$ cat src/dagr_pkg.sv
// Purpose: Constants for the aux DAC, Q gain and timing-fault register slice
// Assumes: Byte-wide registers on a byte address space
// Notes:   Offsets, field positions and reset values live here only
package dagr_pkg;
    // =====================================================================
    // Widths
    localparam int unsigned ADDR_W = 5;
    localparam int unsigned DATA_W = 8;
    localparam int unsigned WORD_W = 10;

    // =====================================================================
    // Register offsets
    localparam logic [ADDR_W-1:0] OFS_AUX1_CTRL  = 5'h0E;
    localparam logic [ADDR_W-1:0] OFS_QGAIN_LO   = 5'h0F;
    localparam logic [ADDR_W-1:0] OFS_QGAIN_HI   = 5'h10;
    localparam logic [ADDR_W-1:0] OFS_AUX2_LO    = 5'h11;
    localparam logic [ADDR_W-1:0] OFS_AUX2_CTRL  = 5'h12;
    localparam logic [ADDR_W-1:0] OFS_RSVD_FIRST = 5'h13;
    localparam logic [ADDR_W-1:0] OFS_RSVD_LAST  = 5'h18;
    localparam logic [ADDR_W-1:0] OFS_IRQ        = 5'h19;
    localparam logic [ADDR_W-1:0] OFS_REVISION   = 5'h1F;

    // =====================================================================
    // Field positions
    localparam int unsigned BIT_SIGN      = 7;
    localparam int unsigned BIT_SINK      = 6;
    localparam int unsigned BIT_PDOWN     = 5;
    localparam int unsigned BIT_QSLEEP    = 7;
    localparam int unsigned BIT_QPDOWN    = 6;
    localparam int unsigned BIT_DATA_ERR  = 7;
    localparam int unsigned BIT_SYNC_ERR  = 6;
    localparam int unsigned BIT_ERR_TYPE  = 4;
    localparam int unsigned BIT_DATA_EN   = 3;
    localparam int unsigned BIT_SYNC_EN   = 2;
    localparam int unsigned BIT_LOOPBACK  = 0;
    localparam int unsigned HI_MSB        = 1;

    // =====================================================================
    // Reset values
    localparam logic [DATA_W-1:0] RST_CTRL    = 8'h00;
    localparam logic [WORD_W-1:0] RST_QGAIN   = 10'h1F9;
    localparam logic [WORD_W-1:0] RST_AUX2    = 10'h000;
    localparam logic [DATA_W-1:0] RD_ZERO     = 8'h00;
    // Revision code: value is arbitrary
    localparam logic [DATA_W-1:0] REVISION_ID = 8'h5A;

    // Access decode states
    typedef enum logic [2:0] {
        ACC_IDLE  = 3'b001,
        ACC_WRITE = 3'b010,
        ACC_READ  = 3'b100
    } dagr_acc_type;
endpackage : dagr_pkg

$ cat src/dagr_regs.sv
// Purpose: Aux DAC, Q gain, timing-fault interrupt and revision registers
// Assumes: Serial port front end delivers decoded byte reads and writes
// Notes:   Read data is registered; a read of the interrupt register clears flags
`timescale 1ns/1ps
module dagr_regs (
    input  wire logic                   sys_clk_i,
    input  wire logic                   srst_i,
    // Decoded register access
    input  wire logic                   reg_wr_i,
    input  wire logic                   reg_rd_i,
    input  wire logic [dagr_pkg::ADDR_W-1:0] reg_addr_i,
    input  wire logic [dagr_pkg::DATA_W-1:0] reg_wdata_i,
    output logic      [dagr_pkg::DATA_W-1:0] reg_rdata_o,
    output logic                        reg_rvalid_o,
    // Fault detectors
    input  wire logic                   data_setup_err_i,
    input  wire logic                   data_hold_err_i,
    input  wire logic                   sync_err_i,
    // Sync path
    input  wire logic                   sync_out_i,
    input  wire logic                   sync_pin_i,
    output logic                        sync_in_o,
    // Analog controls and interrupt line
    output logic                        aux_one_neg_leg_o,
    output logic                        aux_one_sink_o,
    output logic                        aux_one_pdown_o,
    output logic      [dagr_pkg::WORD_W-1:0] q_gain_o,
    output logic                        q_sleep_o,
    output logic                        q_pdown_o,
    output logic      [dagr_pkg::WORD_W-1:0] aux_two_level_o,
    output logic                        aux_two_neg_leg_o,
    output logic                        aux_two_sink_o,
    output logic                        aux_two_pdown_o,
    output logic                        irq_o
);
    import dagr_pkg::*;

    // =====================================================================
    // Access decode
    dagr_acc_type acc_kind;
    logic         wr_aux1;
    logic         wr_qlo;
    logic         wr_qhi;
    logic         wr_a2lo;
    logic         wr_a2hi;
    logic         wr_irq;
    logic         rd_irq;

    // Write wins if both strobes rise together
    always_comb begin
        if (reg_wr_i) begin
            acc_kind = ACC_WRITE;
        end else if (reg_rd_i) begin
            acc_kind = ACC_READ;
        end else begin
            acc_kind = ACC_IDLE;
        end
    end

    // Per-register write strobes; reserved offsets match nothing
    // reserved writes ignored
    assign wr_aux1 = (acc_kind == ACC_WRITE) && (reg_addr_i == OFS_AUX1_CTRL);
    assign wr_qlo  = (acc_kind == ACC_WRITE) && (reg_addr_i == OFS_QGAIN_LO);
    assign wr_qhi  = (acc_kind == ACC_WRITE) && (reg_addr_i == OFS_QGAIN_HI);
    assign wr_a2lo = (acc_kind == ACC_WRITE) && (reg_addr_i == OFS_AUX2_LO);
    assign wr_a2hi = (acc_kind == ACC_WRITE) && (reg_addr_i == OFS_AUX2_CTRL);
    assign wr_irq  = (acc_kind == ACC_WRITE) && (reg_addr_i == OFS_IRQ);
    assign rd_irq  = (acc_kind == ACC_READ)  && (reg_addr_i == OFS_IRQ);

    // =====================================================================
    // Aux DAC 1 control bits
    // sign, direction, power-down
    always_ff @(posedge sys_clk_i) begin
        if (srst_i) begin
            aux_one_neg_leg_o <= RST_CTRL[BIT_SIGN];
            aux_one_sink_o    <= RST_CTRL[BIT_SINK];
            aux_one_pdown_o   <= RST_CTRL[BIT_PDOWN];
        end else if (wr_aux1) begin
            aux_one_neg_leg_o <= reg_wdata_i[BIT_SIGN];
            aux_one_sink_o    <= reg_wdata_i[BIT_SINK];
            aux_one_pdown_o   <= reg_wdata_i[BIT_PDOWN];
        end
    end

    // =====================================================================
    // Q gain word and power controls
    // split ten-bit gain
    dagr_ten_bit_word #(
        .RESET_VAL (RST_QGAIN)
    ) u_qgain (
        .sys_clk_i (sys_clk_i),
        .srst_i    (srst_i),
        .wr_lo_i   (wr_qlo),
        .wr_hi_i   (wr_qhi),
        .wdata_i   (reg_wdata_i),
        .word_o    (q_gain_o)
    );

    // Q sleep and power-down sit beside the gain top bits
    always_ff @(posedge sys_clk_i) begin
        if (srst_i) begin
            q_sleep_o <= RST_CTRL[BIT_QSLEEP];
            q_pdown_o <= RST_CTRL[BIT_QPDOWN];
        end else if (wr_qhi) begin
            q_sleep_o <= reg_wdata_i[BIT_QSLEEP];
            q_pdown_o <= reg_wdata_i[BIT_QPDOWN];
        end
    end

    // =====================================================================
    // Aux DAC 2 level and control
    // split ten-bit level
    dagr_ten_bit_word #(
        .RESET_VAL (RST_AUX2)
    ) u_aux2 (
        .sys_clk_i (sys_clk_i),
        .srst_i    (srst_i),
        .wr_lo_i   (wr_a2lo),
        .wr_hi_i   (wr_a2hi),
        .wdata_i   (reg_wdata_i),
        .word_o    (aux_two_level_o)
    );

    always_ff @(posedge sys_clk_i) begin
        if (srst_i) begin
            aux_two_neg_leg_o <= RST_CTRL[BIT_SIGN];
            aux_two_sink_o    <= RST_CTRL[BIT_SINK];
            aux_two_pdown_o   <= RST_CTRL[BIT_PDOWN];
        end else if (wr_a2hi) begin
            aux_two_neg_leg_o <= reg_wdata_i[BIT_SIGN];
            aux_two_sink_o    <= reg_wdata_i[BIT_SINK];
            aux_two_pdown_o   <= reg_wdata_i[BIT_PDOWN];
        end
    end

    // =====================================================================
    // Timing-fault interrupt register
    logic data_err_ff;
    logic sync_err_ff;
    logic err_type_ff;
    logic data_en_ff;
    logic sync_en_ff;
    logic loopback_ff;
    logic data_evt;

    assign data_evt = data_setup_err_i | data_hold_err_i;

    always_ff @(posedge sys_clk_i) begin
        if (srst_i) begin
            data_en_ff  <= RST_CTRL[BIT_DATA_EN];
            sync_en_ff  <= RST_CTRL[BIT_SYNC_EN];
            loopback_ff <= RST_CTRL[BIT_LOOPBACK];
        end else if (wr_irq) begin
            data_en_ff  <= reg_wdata_i[BIT_DATA_EN];
            sync_en_ff  <= reg_wdata_i[BIT_SYNC_EN];
            loopback_ff <= reg_wdata_i[BIT_LOOPBACK];
        end
    end

    // data fault latch, new event beats read clear
    always_ff @(posedge sys_clk_i) begin
        if (srst_i) begin
            data_err_ff <= 1'b0;
        end else if (data_evt) begin
            data_err_ff <= 1'b1;
        end else if (rd_irq) begin
            data_err_ff <= 1'b0;
        end
    end

    // sync fault latch, new event beats read clear
    always_ff @(posedge sys_clk_i) begin
        if (srst_i) begin
            sync_err_ff <= 1'b0;
        end else if (sync_err_i) begin
            sync_err_ff <= 1'b1;
        end else if (rd_irq) begin
            sync_err_ff <= 1'b0;
        end
    end

    always_ff @(posedge sys_clk_i) begin
        if (srst_i) begin
            err_type_ff <= 1'b0;
        end else if (data_evt) begin
            err_type_ff <= data_setup_err_i;
        end
    end

    // Masked flags drive the interrupt line
    always_ff @(posedge sys_clk_i) begin
        if (srst_i) begin
            irq_o <= 1'b0;
        end else begin
            irq_o <= (data_err_ff & data_en_ff) | (sync_err_ff & sync_en_ff);
        end
    end

    always_ff @(posedge sys_clk_i) begin
        if (srst_i) begin
            sync_in_o <= 1'b0;
        end else begin
            sync_in_o <= loopback_ff ? sync_out_i : sync_pin_i;
        end
    end

    // =====================================================================
    // Read-back
    logic [DATA_W-1:0] nxt_rdata;

    always_comb begin
        nxt_rdata = RD_ZERO;
        case (reg_addr_i)
            OFS_AUX1_CTRL: begin
                nxt_rdata[BIT_SIGN]  = aux_one_neg_leg_o;
                nxt_rdata[BIT_SINK]  = aux_one_sink_o;
                nxt_rdata[BIT_PDOWN] = aux_one_pdown_o;
            end
            OFS_QGAIN_LO: begin
                nxt_rdata = q_gain_o[DATA_W-1:0];
            end
            OFS_QGAIN_HI: begin
                nxt_rdata[HI_MSB:0]   = q_gain_o[WORD_W-1:DATA_W];
                nxt_rdata[BIT_QSLEEP] = q_sleep_o;
                nxt_rdata[BIT_QPDOWN] = q_pdown_o;
            end
            OFS_AUX2_LO: begin
                nxt_rdata = aux_two_level_o[DATA_W-1:0];
            end
            OFS_AUX2_CTRL: begin
                nxt_rdata[HI_MSB:0]  = aux_two_level_o[WORD_W-1:DATA_W];
                nxt_rdata[BIT_SIGN]  = aux_two_neg_leg_o;
                nxt_rdata[BIT_SINK]  = aux_two_sink_o;
                nxt_rdata[BIT_PDOWN] = aux_two_pdown_o;
            end
            OFS_IRQ: begin
                nxt_rdata[BIT_DATA_ERR] = data_err_ff;
                nxt_rdata[BIT_SYNC_ERR] = sync_err_ff;
                nxt_rdata[BIT_ERR_TYPE] = err_type_ff;
                nxt_rdata[BIT_DATA_EN]  = data_en_ff;
                nxt_rdata[BIT_SYNC_EN]  = sync_en_ff;
                nxt_rdata[BIT_LOOPBACK] = loopback_ff;
            end
            OFS_REVISION: begin
                nxt_rdata = REVISION_ID;
            end
            default: begin
                nxt_rdata = RD_ZERO;
            end
        endcase
    end

    // Read data captured on the read strobe, held otherwise
    always_ff @(posedge sys_clk_i) begin
        if (srst_i) begin
            reg_rdata_o  <= RD_ZERO;
            reg_rvalid_o <= 1'b0;
        end else begin
            reg_rvalid_o <= (acc_kind == ACC_READ);
            if (acc_kind == ACC_READ) begin
                reg_rdata_o <= nxt_rdata;
            end
        end
    end

    // =====================================================================
    // Checks
    // data fault sets flag
    property p_data_set;
        @(posedge sys_clk_i) disable iff (srst_i)
        data_evt |=> data_err_ff;
    endproperty
    a_data_set: assert property (p_data_set) else $error("data flag not set");

    property p_sync_set;
        @(posedge sys_clk_i) disable iff (srst_i)
        sync_err_i |=> sync_err_ff;
    endproperty
    a_sync_set: assert property (p_sync_set) else $error("sync flag not set");

    // flag only falls after an interrupt read
    property p_hold;
        @(posedge sys_clk_i) disable iff (srst_i)
        $fell(data_err_ff) |-> $past(rd_irq);
    endproperty
    a_hold: assert property (p_hold) else $error("data flag fell without read");

    // read without event clears flag and reports old value
    property p_read_clear;
        @(posedge sys_clk_i) disable iff (srst_i)
        (rd_irq && !sync_err_i && sync_err_ff) |=> (!sync_err_ff && reg_rdata_o[BIT_SYNC_ERR]);
    endproperty
    a_read_clear: assert property (p_read_clear) else $error("sync read clear wrong");

    property p_kind;
        @(posedge sys_clk_i) disable iff (srst_i)
        data_evt |=> (err_type_ff == $past(data_setup_err_i));
    endproperty
    a_kind: assert property (p_kind) else $error("fault kind wrong");

    property p_irq;
        @(posedge sys_clk_i) disable iff (srst_i)
        ##1 irq_o == $past((data_err_ff & data_en_ff) | (sync_err_ff & sync_en_ff));
    endproperty
    a_irq: assert property (p_irq) else $error("interrupt mask wrong");

    property p_loop;
        @(posedge sys_clk_i) disable iff (srst_i)
        loopback_ff |=> (sync_in_o == $past(sync_out_i));
    endproperty
    a_loop: assert property (p_loop) else $error("sync loopback wrong");

    property p_rev;
        @(posedge sys_clk_i) disable iff (srst_i)
        (acc_kind == ACC_READ && reg_addr_i == OFS_REVISION) |=> (reg_rdata_o == REVISION_ID);
    endproperty
    a_rev: assert property (p_rev) else $error("revision read wrong");

    property p_rsvd;
        @(posedge sys_clk_i) disable iff (srst_i)
        (acc_kind == ACC_READ && reg_addr_i >= OFS_RSVD_FIRST && reg_addr_i <= OFS_RSVD_LAST)
            |=> (reg_rdata_o == RD_ZERO);
    endproperty
    a_rsvd: assert property (p_rsvd) else $error("reserved read not zero");

    property p_pd1;
        @(posedge sys_clk_i) disable iff (srst_i)
        wr_aux1 |=> (aux_one_pdown_o == $past(reg_wdata_i[BIT_PDOWN]));
    endproperty
    a_pd1: assert property (p_pd1) else $error("aux one power-down wrong");
endmodule : dagr_regs

$ cat src/dagr_ten_bit_word.sv
// Purpose: One 10-bit word split over a low byte and two high bits
// Assumes: Writes arrive as one-cycle strobes per byte
// Notes:   Used for Q gain and aux DAC 2 level
`timescale 1ns/1ps
module dagr_ten_bit_word #(
    parameter logic [9:0] RESET_VAL = 10'h000
) (
    input  wire logic       sys_clk_i,
    input  wire logic       srst_i,
    input  wire logic       wr_lo_i,
    input  wire logic       wr_hi_i,
    input  wire logic [7:0] wdata_i,
    output logic      [9:0] word_o
);
    import dagr_pkg::*;

    // Low byte and top two bits update independently
    always_ff @(posedge sys_clk_i) begin
        if (srst_i) begin
            word_o <= RESET_VAL;
        end else begin
            if (wr_lo_i) begin
                word_o[DATA_W-1:0] <= wdata_i;
            end
            if (wr_hi_i) begin
                word_o[WORD_W-1:DATA_W] <= wdata_i[HI_MSB:0];
            end
        end
    end
endmodule : dagr_ten_bit_word

$ cat config.mk
export PLATFORM = sky130hd
export DESIGN_NAME = dagr_regs
export DESIGN_NICKNAME = d
export VERILOG_FILES = /design/src/dagr_pkg.sv /design/src/dagr_regs.sv /design/src/dagr_ten_bit_word.sv
export SDC_FILE = /design/constraint.sdc
export NUM_CORES = 1
export LEC_CHECK = 0
export ABC_AREA = 0
export BUFFER_PORTS_ARGS = -buffer_cell sky130_fd_sc_hd__buf_2
export CORE_MARGIN = 2
export CORE_UTILIZATION = 51
export DETAILED_ROUTE_END_ITERATION = 10
export PLACE_DENSITY = 0.91
export SLEW_MARGIN = 20
export SYNTH_ARGS = -nofsm -noshare
export SYNTH_HDL_FRONTEND = slang
export SYNTH_SLANG_ARGS = --single-unit
$ cat constraint.sdc
create_clock -name sys_clk_i -period 1.5 [get_ports sys_clk_i]
set_input_delay 0.15 -clock sys_clk_i [delete_from_list [all_inputs] [get_ports sys_clk_i]]
set_output_delay 0.15 -clock sys_clk_i [all_outputs]
set_load 0.1 [all_outputs]
After elaboration in Yosys (flattened, before gate mapping) --
Cells that the tools add are included. Widths: inputs -> output; s select.
Storage, ports and cells: flip-flop bits (word level) 45, bits of input ports 22, logic and storage cells 55
Operators by class: reduce and logical (&&, ||, !) cells 9, bitwise operators 4, equal/unequal tests 9, mux-type cells 11
Operators with widths (count):
- $eq 5x5->1 const B | 5
- $pmux 2 s7 | 1
- $pmux 3 s4 | 1
- $eq 5x4->1 const B | 2
- $pmux 1 s5 | 2
- $logic_and 1x1->1 | 7
- $mux 3 | 2
- $mux 1 | 4
- $pmux 1 s4 | 1
- $reduce_bool 2->1 | 2
- $eq 3x2->1 const B | 1
- $eq 3x3->1 const B | 1
- $and 1x1->1 | 2
- $or 1x1->1 | 2

Logic depth before layout (Yosys ltp) --
depth in word-level cells 6, depth in mapped cells 6, mapped depth without buffers 4

Hierarchy --
Synthesis repeated with hierarchy kept, for this count alone.
Second synthesis, totals: cell total of the unflattened synthesis 210, area, all modules 1993.2 µm²
Modules (own cells, without submodules):
- dagr_regs | instances 1, seq. area each 500.5 µm², area an instance 1266.2 µm², cells an instance 146
- dagr_ten_bit_word at u_qgain | instances 1, seq. area each 200.2 µm², area an instance 372.9 µm², cells an instance 32
- dagr_ten_bit_word at u_aux2 | instances 1, seq. area each 200.2 µm², area an instance 354.1 µm², cells an instance 32

Worst setup path after synthesis --
No wires, ideal clock.
kind flip-flop to flip-flop, start point reg u_aux2.word_o[1], end point reg reg_rdata_o[1] in the netlist's numbering, cell stages (with the launch flop) 5, arrival 1.841 ns, buffers on the path 0, data required time 1.430 ns, library setup time 0.070 ns, path slack -0.412 ns, cells stage by stage dfxtp_1 -> or4b_1 -> a21boi_0 -> o221ai_1 -> a21oi_1
Between the ends: cells in the longest elaborated chain, start to end 1
RTL lines:
- start, declared | RTL line dagr_ten_bit_word.sv:13 | output logic [9:0] word_o
- start signal, assigned by index | RTL line dagr_ten_bit_word.sv:23 | word_o[DATA_W-1:0] <= wdata_i;
- start signal, assigned by index | RTL line dagr_ten_bit_word.sv:26 | word_o[WORD_W-1:DATA_W] <= wdata_i[HI_MSB:0];
- $pmux 1 s5 | RTL line dagr_regs.sv:213 | case (reg_addr_i)
- end signal, assigned | RTL line dagr_regs.sv:261 | reg_rdata_o <= nxt_rdata;
- end, declared | RTL line dagr_regs.sv:13 | output logic [dagr_pkg::DATA_W-1:0] reg_rdata_o,
Every way passes these cells. A chain may end at the register's enable or synchronous reset.

Final worst setup path --
Ends and elaborated chain as after synthesis.

==> results.ini <==
[outcome]
status=completed

[synthesis]
synth_edf_count=0
yosysSeqAreaShare=0.435
yosys-top-cells-count=dfxtp_1, nor2_1, mux2i_1
ys_types=39
yosys.area.top_type_share=0.435
ys.flop_type=dfxtp_1
ys.warnings.count=0
syn_area_per_cell_um2=9.46
syn_area_mm2=0.00207
async_reset_ff_frac=0
ys_seq_elements=45
synth_area_leaders=dfxtp_1, mux2i_1, nor2_1, a21oi_1, nand3_1
yosysTopAreaCell=dfxtp_1
syn_inst=219
synth_fp_nets=241
synth_most_common_cell=dfxtp_1

[clock_tree]
cts-resized-gates=0
tritoncts=done
cts_buffers=5
ctsHoldBuffers=0
clockBufferDepth=2
clk_pin_slew_ns=0.08
htree_levels=2
clk_latency_ns=0.31
cts_root_buf=clkbuf_8
post-cts-setup-buffers=0
cts_sinks=45

[critical_path]
ff2ff_path_depth=4
path_buf_inv=0
crit_family=compound AO/OA/AOI/OAI gates
crit_path_max_incr_delay_ns=0.42
r2r_end=reg_rdata_o[1]
worstSetupEndpointType=flip-flop
cp.required_ns=1.74
cp_slowest_cell=or4b_1
crit_arrival_ns=1.55
path_cells=or4b_1 -> a21boi_0 -> o221ai_1 -> a21oi_1
r2r_start=u_aux2.word_o[1]
crit_path_start_kind=flip-flop
worst-setup-path-type=reg2reg
reg2reg_slack_ns=0.19
crit_path_max_fanout=3

[floorplanning]
die-area_mm2=0.00459
fp-row-count=23
die_y_um=67.7
chipWidth_um=67.7
io_pins=61
start_util=0.525
coreArea_mm2=0.00394

[routing]
drt_iter0_drc=159
drtAntennaViolNets=0
wl_um=5430
drc=0
wl_per_cell_um=16.1
first_pass_iters=5
routed-via-count=1934
viasPerCell=5.72

[timing]
fin_crit_ns=1.31
fin_setup_tns_ns=0
grt_setup_unrepaired=no
setup_viol=0
fmax_mhz=764
fin_skew_ns=0.00585
period_share=0.872
hold_viol=0
final_max_slew_viol_count=0
maxSlewHeadroom=0.663
tightest_slew_ns=0.509

[pwr]
powerDensity_mw_per_mm2=943
leakagePower_nw=1.17
vdd_drop_max_mv=0.756
power_mw=2.47

[layout]
drive_gt1_frac=0.389
fin_nets=309
areaGrowthSynthToFinish_pct=26.3
final_cell_area_mm2=0.00262
stdcell_count=338
postLayoutCoreUtil=0.664
antenna_cells=0
fillCellCount=302
reg.largest.list=u_aux2.word_o x10, u_qgain.word_o x10, reg_rdata_o x8

[worst_hold_path]
holdPathEnd=sync_err_ff
hold-path-cell-count=3
hold_class=in2reg
worstHoldStart=sync_err_i

[flow_run]
maxCapViolCount=0

[global_routing]
grt_max_degree=22
grt_antenna_before_repair=0
grt-ovfl-total=0
grt_pass1_wl_um=8540
grt_pass1_vias=1753
track_usage=0.257

[place]
dpl_cell_area_mm2=0.00250
portBuffers=60
post-dp-hpwl_um=3930
gp_congestion=0.924
dp_cells=330

==> cell usage in the layout (no fill, tap or decap), types with 2 or more instances in the layout <==
master,count
buf_2,60
nor2_1,40
dfxtp_1,27
mux2i_1,25
dfxtp_2,17
a21oi_1,15
nand2_1,14
buf_4,14
nand3_1,13
nor2b_1,8
a211o_1,7
clkbuf_8,6
inv_1,4
nor3b_4,2
a211oi_1,2
a22oi_1,2
or4b_1,2
o221ai_1,2
a221oi_1,2
a311oi_1,2
o22ai_1,2
==> routing by layer <==
metal | part of all wire | wire length (µm) | up-vias | track usage
li1 | - | - | 913 | -
met1 | 0.41 | 2210 | 903 | 0.331
met2 | 0.48 | 2630 | 103 | 0.402
met3 | 0.076 | 412 | 15 | 0.0617
met4 | 0.033 | 177 | 0 | 0.128
met5 | 0 | 0 | - | 0
==> cell families (layout without fill, tap and decap cells) <==
kind of cell	Yosys count	after routing	synth area share
AOI/OAI and AO/OA	39	39	0.133
buffers and inverters	18	87	0.0453
muxes	26	26	0.126
DFF	45	45	0.435
and+or+nand+nor	91	91	0.260
==> layout make-up <==
| type | instances | area [µm²] | share of cell area |
|---|---|---|---|
| clock buffers | 8 | 111 | 0.0426 |
| inverters | 4 | 15.0 | 0.00574 |
| multi-input cells | 156 | 1080 | 0.411 |
| flip-flops and latches | 45 | 926 | 0.354 |
| well taps | 50 | 62.6 | 0.0239 |
| repair buffers | 75 | 425 | 0.163 |
==> worst reg2reg max path, cell delays in order (launching register included) <==
cell      delay [ns]
dfxtp_4         0.36
or4b_1          0.42
a21boi_0        0.18
o221ai_1        0.15
a21oi_1         0.14
==> worst max path at each step <==
stage                      from                end  slack, ns  depth (start not counted)
6_report       u_aux2.word_o[1]     reg_rdata_o[1]       0.19                          4
5_1_grt        u_aux2.word_o[1]     reg_rdata_o[1]       0.11                          4
4_1_cts        u_aux2.word_o[1]     reg_rdata_o[1]       0.19                          4
3_5_place_dp      reg_addr_i[2]     reg_rdata_o[6]       0.05                          6
3_3_place_gp      reg_addr_i[2]  u_qgain.word_o[8]       0.10                          4
2_1_floorplan  u_aux2.word_o[6]     reg_rdata_o[6]     0.0002                          2
==> metrics by stage <==
stage / hold WS, ns / setup WS, ns
6_report: 0.0525 / 0.191
5_1_grt: 0.0553 / 0.106
4_1_cts: 0.0467 / 0.186
3_5_place_dp: 0.374 / 0.0524
3_3_place_gp: 0.362 / 0.104
2_1_floorplan: 0.267 / 0.000190
==> power by group <==
group	switching [mW]	internal (mW)	leakage, nW
registers	0.0163	1.21	0.370
clock network	0.405	0.476	0.0566
logic	0.253	0.102	0.747
No activity file was read; power rests on OpenSTA's default activity.
